### src/pio_pkg.sv
`default_nettype none
package pio_pkg;
	localparam int PIO_PORTS = 5;
	localparam int PIO_W = 8;
	localparam int PIO_ADDR_W = 12;
	// Port order in every array: 0=A 1=B 2=C 3=D 4=E
	localparam int PIO_A = 0;
	localparam int PIO_C = 2;
	localparam int PIO_E = 4;
	// Register indices; byte address is four times the index
	localparam logic [PIO_PORTS-1:0][3:0] PIO_DATA_IDX = {4'h8, 4'h3, 4'h2, 4'h1, 4'h0};
	localparam logic [PIO_PORTS-1:0][3:0] PIO_DIR_IDX = {4'hc, 4'h7, 4'h6, 4'h5, 4'h4};
	localparam logic [PIO_PORTS-1:0][3:0] PIO_PUE_IDX = {4'h0, 4'hf, 4'h0, 4'he, 4'hd};
	localparam logic [PIO_PORTS-1:0] PIO_HAS_PUE = 5'h0d;
	// Implemented bits of each port
	localparam logic [PIO_PORTS-1:0][PIO_W-1:0] PIO_MASK = {8'h3f, 8'hff, 8'h7f, 8'hff, 8'hff};
	// Unimplemented data bits that read back as one
	localparam logic [PIO_PORTS-1:0][PIO_W-1:0] PIO_DATA_SET = {8'h00, 8'h00, 8'h80, 8'h00, 8'h00};
	localparam logic [PIO_W-1:0] PIO_DIR_RST = 8'h00;
	localparam logic [PIO_W-1:0] PIO_PUE_RST = 8'h00;
	localparam logic [PIO_W-1:0] PIO_OEN_RST = 8'hff;
	localparam logic [PIO_W-1:0] PIO_ZERO8 = 8'h00;
	localparam logic [31:0] PIO_ZERO32 = 32'h0000_0000;
	localparam logic [1:0] PIO_ALIGN = 2'h0;

	typedef struct packed
	{
		logic [PIO_W-1:0] out;
		logic [PIO_W-1:0] oe_n;
		logic [PIO_W-1:0] pull;
	} pio_pad_s;

	typedef struct packed
	{
		logic [PIO_W-1:0] latch;
		logic [PIO_W-1:0] dir;
		logic [PIO_W-1:0] pue;
		logic [PIO_W-1:0] oe_n;
		logic [PIO_W-1:0] pull;
		logic [PIO_W-1:0] sync1;
		logic [PIO_W-1:0] sync2;
	} pio_port_s;

	typedef struct packed
	{
		pio_port_s [PIO_PORTS-1:0] port;
		logic [31:0] prdata;
		logic pready;
		logic pslverr;
	} pio_state_s;
endpackage : pio_pkg
`default_nettype wire

### src/pio_ports.sv
`default_nettype none
module pio_ports
(
	input wire logic pclk,
	input wire logic presetn,
	input wire logic psel,
	input wire logic penable,
	input wire logic pwrite,
	input wire logic [pio_pkg::PIO_ADDR_W-1:0] paddr,
	input wire logic [31:0] pwdata,
	input wire logic [3:0] pstrb,
	output logic [31:0] prdata,
	output logic pready,
	output logic pslverr,
	input wire logic [pio_pkg::PIO_PORTS-1:0][pio_pkg::PIO_W-1:0] pin_in,
	output pio_pkg::pio_pad_s [pio_pkg::PIO_PORTS-1:0] pads
);
	import pio_pkg::*;

	pio_state_s state_reg;
	pio_state_s state_next;
	logic addr_ok;
	logic [3:0] idx;

	assign idx = paddr[5:2];
	assign addr_ok = (paddr[1:0] == PIO_ALIGN) &&
		(paddr[PIO_ADDR_W-1:6] == '0);

	always_comb
	begin
		logic setup;
		logic wr;
		logic hit;
		logic [PIO_W-1:0] rd;
		logic [PIO_W-1:0] m;
		setup = 1'b0;
		wr = 1'b0;
		hit = 1'b0;
		rd = PIO_ZERO8;
		m = PIO_ZERO8;
		state_next = state_reg;
		state_next.pready = 1'b0;
		// One setup cycle, one access cycle; pready ends the access
		setup = psel && !penable && !state_reg.pready;
		// Writes land only at the edge that completes the access
		wr = psel && penable && state_reg.pready && pwrite &&
			!state_reg.pslverr && pstrb[0];
		for (int p = 0; p < PIO_PORTS; p++)
		begin
			state_next.port[p].sync1 = pin_in[p];
			state_next.port[p].sync2 = state_reg.port[p].sync1;
		end
		if (setup)
		begin
			for (int p = 0; p < PIO_PORTS; p++)
			begin
				m = PIO_MASK[p];
				if (!addr_ok)
				begin
					hit = hit;
				end
				else if (idx == PIO_DATA_IDX[p])
				begin
					hit = 1'b1;
					// Output bits read the latch, input bits the synchronised pin
					rd = ((state_reg.port[p].latch & state_reg.port[p].dir) |
						(state_reg.port[p].sync2 & ~state_reg.port[p].dir)) & m |
						PIO_DATA_SET[p];
				end
				else if (idx == PIO_DIR_IDX[p])
				begin
					hit = 1'b1;
					rd = state_reg.port[p].dir & m;
				end
				else if (PIO_HAS_PUE[p] && idx == PIO_PUE_IDX[p])
				begin
					hit = 1'b1;
					rd = state_reg.port[p].pue & m;
				end
			end
			state_next.prdata = {24'h00_0000, rd};
			state_next.pready = 1'b1;
			state_next.pslverr = !hit;
		end
		if (wr)
		begin
			for (int p = 0; p < PIO_PORTS; p++)
			begin
				m = PIO_MASK[p];
				if (idx == PIO_DATA_IDX[p])
				begin
					// Latch updates whatever the direction
					state_next.port[p].latch = pwdata[PIO_W-1:0] & m;
				end
				else if (idx == PIO_DIR_IDX[p])
				begin
					state_next.port[p].dir = pwdata[PIO_W-1:0] & m;
				end
				else if (PIO_HAS_PUE[p] && idx == PIO_PUE_IDX[p])
				begin
					state_next.port[p].pue = pwdata[PIO_W-1:0] & m;
				end
			end
		end
		// Pad controls follow the new direction at the same edge as the write
		for (int p = 0; p < PIO_PORTS; p++)
		begin
			state_next.port[p].oe_n = ~state_next.port[p].dir;
			state_next.port[p].pull = state_next.port[p].pue & ~state_next.port[p].dir;
		end
	end

	// Latches get no reset value: they keep their contents through reset
	always_ff @(posedge pclk or negedge presetn)
	begin
		if (!presetn)
		begin
			for (int p = 0; p < PIO_PORTS; p++)
			begin
				state_reg.port[p].dir <= PIO_DIR_RST;
				state_reg.port[p].pue <= PIO_PUE_RST;
				state_reg.port[p].oe_n <= PIO_OEN_RST;
				state_reg.port[p].pull <= PIO_ZERO8;
				state_reg.port[p].sync1 <= PIO_ZERO8;
				state_reg.port[p].sync2 <= PIO_ZERO8;
			end
			state_reg.prdata <= PIO_ZERO32;
			state_reg.pready <= 1'b0;
			state_reg.pslverr <= 1'b0;
		end
		else
		begin
			state_reg <= state_next;
		end
	end

	assign prdata = state_reg.prdata;
	assign pready = state_reg.pready;
	assign pslverr = state_reg.pslverr;

	// Software should load the latch before setting direction, else the old value drives
	always_comb
	begin
		for (int p = 0; p < PIO_PORTS; p++)
		begin
			pads[p].out = state_reg.port[p].latch;
			pads[p].oe_n = state_reg.port[p].oe_n;
			pads[p].pull = state_reg.port[p].pull;
		end
	end
endmodule : pio_ports
`default_nettype wire

### config.mk
export PLATFORM = sky130hd
export DESIGN_NAME = pio_ports
export DESIGN_NICKNAME = d
export VERILOG_FILES = /design/src/pio_pkg.sv /design/src/pio_ports.sv
export SDC_FILE = /design/constraint.sdc
export NUM_CORES = 1
export LEC_CHECK = 0
export BUFFER_PORTS_ARGS = -buffer_cell sky130_fd_sc_hd__buf_2
export CORE_UTILIZATION = 57
export DETAILED_ROUTE_END_ITERATION = 6
export PLACE_DENSITY = 0.84
export SLEW_MARGIN = 20
export SYNTH_ARGS = -nofsm -noshare
export SYNTH_HDL_FRONTEND = slang
export SYNTH_SLANG_ARGS = --single-unit
### constraint.sdc
create_clock -name pclk -period 3.4 [get_ports pclk]
set_input_delay 0.68 -clock pclk [delete_from_list [all_inputs] [get_ports pclk]]
set_output_delay 0.68 -clock pclk [all_outputs]
set_load 0.01 [all_outputs]
## Word level (Yosys, flattened, before mapping)

Cells that the tools add are included.
Widths: inputs -> output; s select.

- Reductions and logical operators: 20
- Bitwise logic cells: 28
- Mux-type cells: 61
- Equality and inequality tests: 11

Operators by type and width:

| operator | count |
|---|---|
| $mux 8 | 34 |
| $mux 16 | 6 |
| $and 8x8->8 | 9 |
| $not 8->8 | 8 |
| $or 8x8->8 | 3 |
| $mux 1 | 20 |
| $eq 4x3->1 const B | 4 |
| $eq 4x4->1 const B | 4 |
| $reduce_and 3->1 | 5 |
| $and 7x7->7 | 2 |
| $and 6x6->6 | 2 |
| $eq 4x2->1 const B | 2 |
| $logic_and 1x1->1 | 8 |
| $not 7->7 | 1 |
| $or 7x7->7 | 1 |
| $logic_not 6->1 | 1 |
| $not 6->6 | 1 |
| $or 6x6->6 | 1 |
| $eq 4x1->1 const B | 1 |
| $logic_not 1->1 | 4 |
| $logic_not 4->1 | 1 |
| $logic_not 2->1 | 1 |
| $mux 2 | 1 |

- Logic and storage cells: 154
- Register bits: 249
- Output and inout port bits: 154
- Input port bits: 93

## Longest topological paths before layout

- Depth after elaboration: 23
- Mapped depth: 7
- Depth with buffers taken out: 6

## Worst setup path before layout

OpenSTA, ideal clock, no wires.

- Kind: input to register
- Start: in penable
- End: reg state_reg, in the netlist pads[40], enable pin
- Stages: 5
- Arrival: 2124 ps
- Path buffers: 0
- Setup time: 395 ps
- Slack: 882 ps
- Data required time: 3005 ps
- Path through: and4b_1 nand3_4 inv_1 nand2_1 nor4_1

- Longest elaborated chain between the ends: 6

Ends and longest elaborated chain:

| what | line | RTL |
|---|---|---|
| start: declaration | pio_ports.sv:7 | `input wire logic penable,` |
| $logic_and 1x1->1 (4 in a row) | pio_ports.sv:46 | `wr = psel && penable && state_reg.pready && pwrite &&` |
| $logic_and 1x1->1 | pio_ports.sv:47 | `!state_reg.pslverr && pstrb[0];` |
| $reduce_and 3->1 (no source line) | - |  |
| end signal: assignment | pio_ports.sv:133 | `state_reg <= state_next;` |
| end: declaration | pio_ports.sv:20 | `pio_state_s state_reg;` |

Every way passes these cells.
A chain may end at the register's enable or synchronous reset.

==> flow_summary.toml <==
[route]
drt-vias-per-instance = 5.42
ant_nets = 0
finalWirelength_um = 21800
avgRoutedWirePerCell_um = 20.5
vias = 5769
drt_iter0_markers = 454
first_pass_iters = 5
route.detailed.drc = 0

[placed_design]
port_buffers = 165
routabilityCongestion = 0.881
post-place-cells = 1023
pre_cts_ws_ns = 0.712
place_area_um2 = 9960
dp_hpwl_um = 14900

[cts]
clock_latency_ns = 0.50
postCtsHoldBufs = 0
cts_sinks = 233
htree_levels = 1
clk_pin_slew_ns = 0.06
cts_tree = "yes"
clockBufferDepth = 3
cts_root_buffer = "clkbuf_16"
cts_setup_buffers = 0
cts_buffers = 23
cts.repair.resized = 0

[timing]
setup_ws_ns = 1.07
finalMaxSlewViolations = 0
worst_hold_slack_ns = 0.152
fin_crit_ns = 2.33
fin_worst_skew_ns = 0.00677
timing.final.crit_share_pct = 68.4
setup_violations = 0
worst_slew_pin_slew_ns = 0.755
tns_ns = 0
timing.fmax_mhz = 430
rsz0062_at_grt = "no"
hold_viol = 0
slew_headroom_pct = 49.2

[setup_path]
endpoint_kind = "flop"
worstPathArrival_ns = 2.76
slowest_delay_ns = 0.54
slowest_stage = "nor4_4"
cp_cell_sequence = "and4b_1, nand3_4, nor4_4, buf_4, mux2_2, nor2b_2"
cp_num_buf_inv = 1
crit_type = "flop to flop"
cp_top_family = "simple AND/OR/NAND/NOR gates"
cp_max_fo = 9
cp-start-kind = "flop"
crit_required_ns = 3.83

[yosys]
ys_types = 64
synthTopCellsByArea = "dfrtp_1 40%, buf_4 12%, edfxtp_1 11%"
synth_fa_ha_area_share_pct = 0
synth_edf_count = 37
synth_flop_cell = "dfrtp_1"
avgSynthCellArea_um2 = 13.0
synth_top_cells_by_count = "156 x dfrtp_1, 153 x buf_4, 55 x mux2_2"
synth-async-reset-ratio_pct = 84.1
synthSimpleGateAreaFrac_pct = 7.80
synthXorXnorAreaFrac_pct = 0
synthCells = 756
seq_area_frac_synth_pct = 61.8
syn_area_um2 = 9820
synth_top_family_by_area = "buffers and inverters"
ys.warnings.count = 0
synth_compound_gate_area_share_pct = 6.88
muxShareOfSynthArea_pct = 9.06
yosysMostFrequentCell = "dfrtp_1"
ys_seq_elements = 233
synth.top_cell.area_share_pct = 39.8
yosys.area.top_type = "dfrtp_1"

[power]
total_power_mw = 5.58
leakagePower_nw = 4.95
ir_drop_mv = 0.371
p_per_area_nw_per_um2 = 521

[global_route]
grt_use_total_pct = 24.9
gr-max-usage-layer = "met2"
met2_usage_pct = 38.5
antenna_found_initial = 0
grt_pass1_vias = 5886
met1_usage_pct = 35.1
grt_pass1_wl_um = 33300
grt_max_degree = 83
grtUsageMet3_pct = 5.59
grt_overflow = 0

[final_layout]
syn2layout_area_growth_pct = 8.98
utilization_pct = 64.1
layout-drive-gt1-share_pct = 39.8
largest_reg_flops = 101
fin_cells = 1064
antennaDiodeCount = 0
postLayoutCellArea_um2 = 10700
nNetsFinal = 921

[die]
boundaryPins = 247
die_area_um2 = 17800
rows = 47
start_util_pct = 58.8
core_area_um2 = 16700
fp.dieH_um = 133
die_w_um = 133

[hold_path]
min_path_type = "input pin to async pin"

[outcome]
status = "finished clean"

[flow_run]
maxCapViolations = 0
[final timing paths]
| path | startpoint | depth (start not counted) | endpoint | slack [ns] |
|---|---|---|---|---|
| worst max-delay path | pslverr | 6 | pads[49] | 1.07 |
| worst min-delay path | presetn | 1 | pads[3] | 0.15 |
| worst max register to register | pslverr | 6 | pads[49] | 1.07 |
| worst min register to register | state_next[259] | 0 | state_reg[259] | 0.35 |
| max in group asynchronous | presetn | 2 | state_reg[192] | 2.13 |
| min in group pclk | pin_in[12] | 1 | state_next[94] | 0.28 |
[area by class of cell]
class                      count  area, um^2
clock buffer                  37         719
clock inverter                 4        22.5
fill                        1263        6000
inverter                      52         195
multi-input combinational    342        2490
sequential                   233        6070
tap                          220         275
timing repair buffer         176         930
[power by group]
group          switching, mW  leakage (nW)  internal (mW)
clock network           1.00         0.365           1.44
registers             0.0135          2.79           2.88
logic                  0.183          1.80         0.0613
total                   1.20          4.95           4.38
[worst register-to-register path, cell delays in order (launching register included)]
cell and delay [ns]:
dfrtp_1 0.40, and4b_1 0.31, nand3_4 0.24, nor4_4 0.55, buf_4 0.25, mux2_2 0.38
nor2b_2 0.13
[placed cells by master, fill, tap and decap left out, types with 4 or more instances in the layout]
| master | count |
|---|---|
| a211oi_1 | 5 |
| a21oi_1 | 26 |
| a22oi_1 | 9 |
| and3_1 | 7 |
| buf_2 | 164 |
| buf_4 | 10 |
| clkbuf_1 | 6 |
| clkbuf_16 | 24 |
| clkbuf_8 | 8 |
| conb_1 | 43 |
| dfrtp_1 | 156 |
| dfstp_2 | 40 |
| edfxtp_1 | 37 |
| inv_1 | 47 |
| inv_2 | 4 |
| mux2_2 | 55 |
| mux2i_1 | 27 |
| nand2_1 | 31 |
| nand2b_1 | 8 |
| nor2_1 | 17 |
| nor2b_1 | 18 |
| nor2b_2 | 7 |
| o21ai_0 | 11 |
| o221ai_1 | 9 |
[routing by layer]
layer  share of wire [%]  wire [um]  up-vias
li1                    -          -     2531
met1                  42       9170     2899
met2                  47      10200      281
met3                 7.9       1720       58
met4                 3.1        666        0
met5                   0          0        -
[kinds of logic after synthesis]
family | count (synthesis)
AOI/OAI and AO/OA | 95
and+or+nand+nor | 122
DFF | 233
buffers and inverters | 223
muxes | 82
other | 1
(Power assumes the default switching activity.)
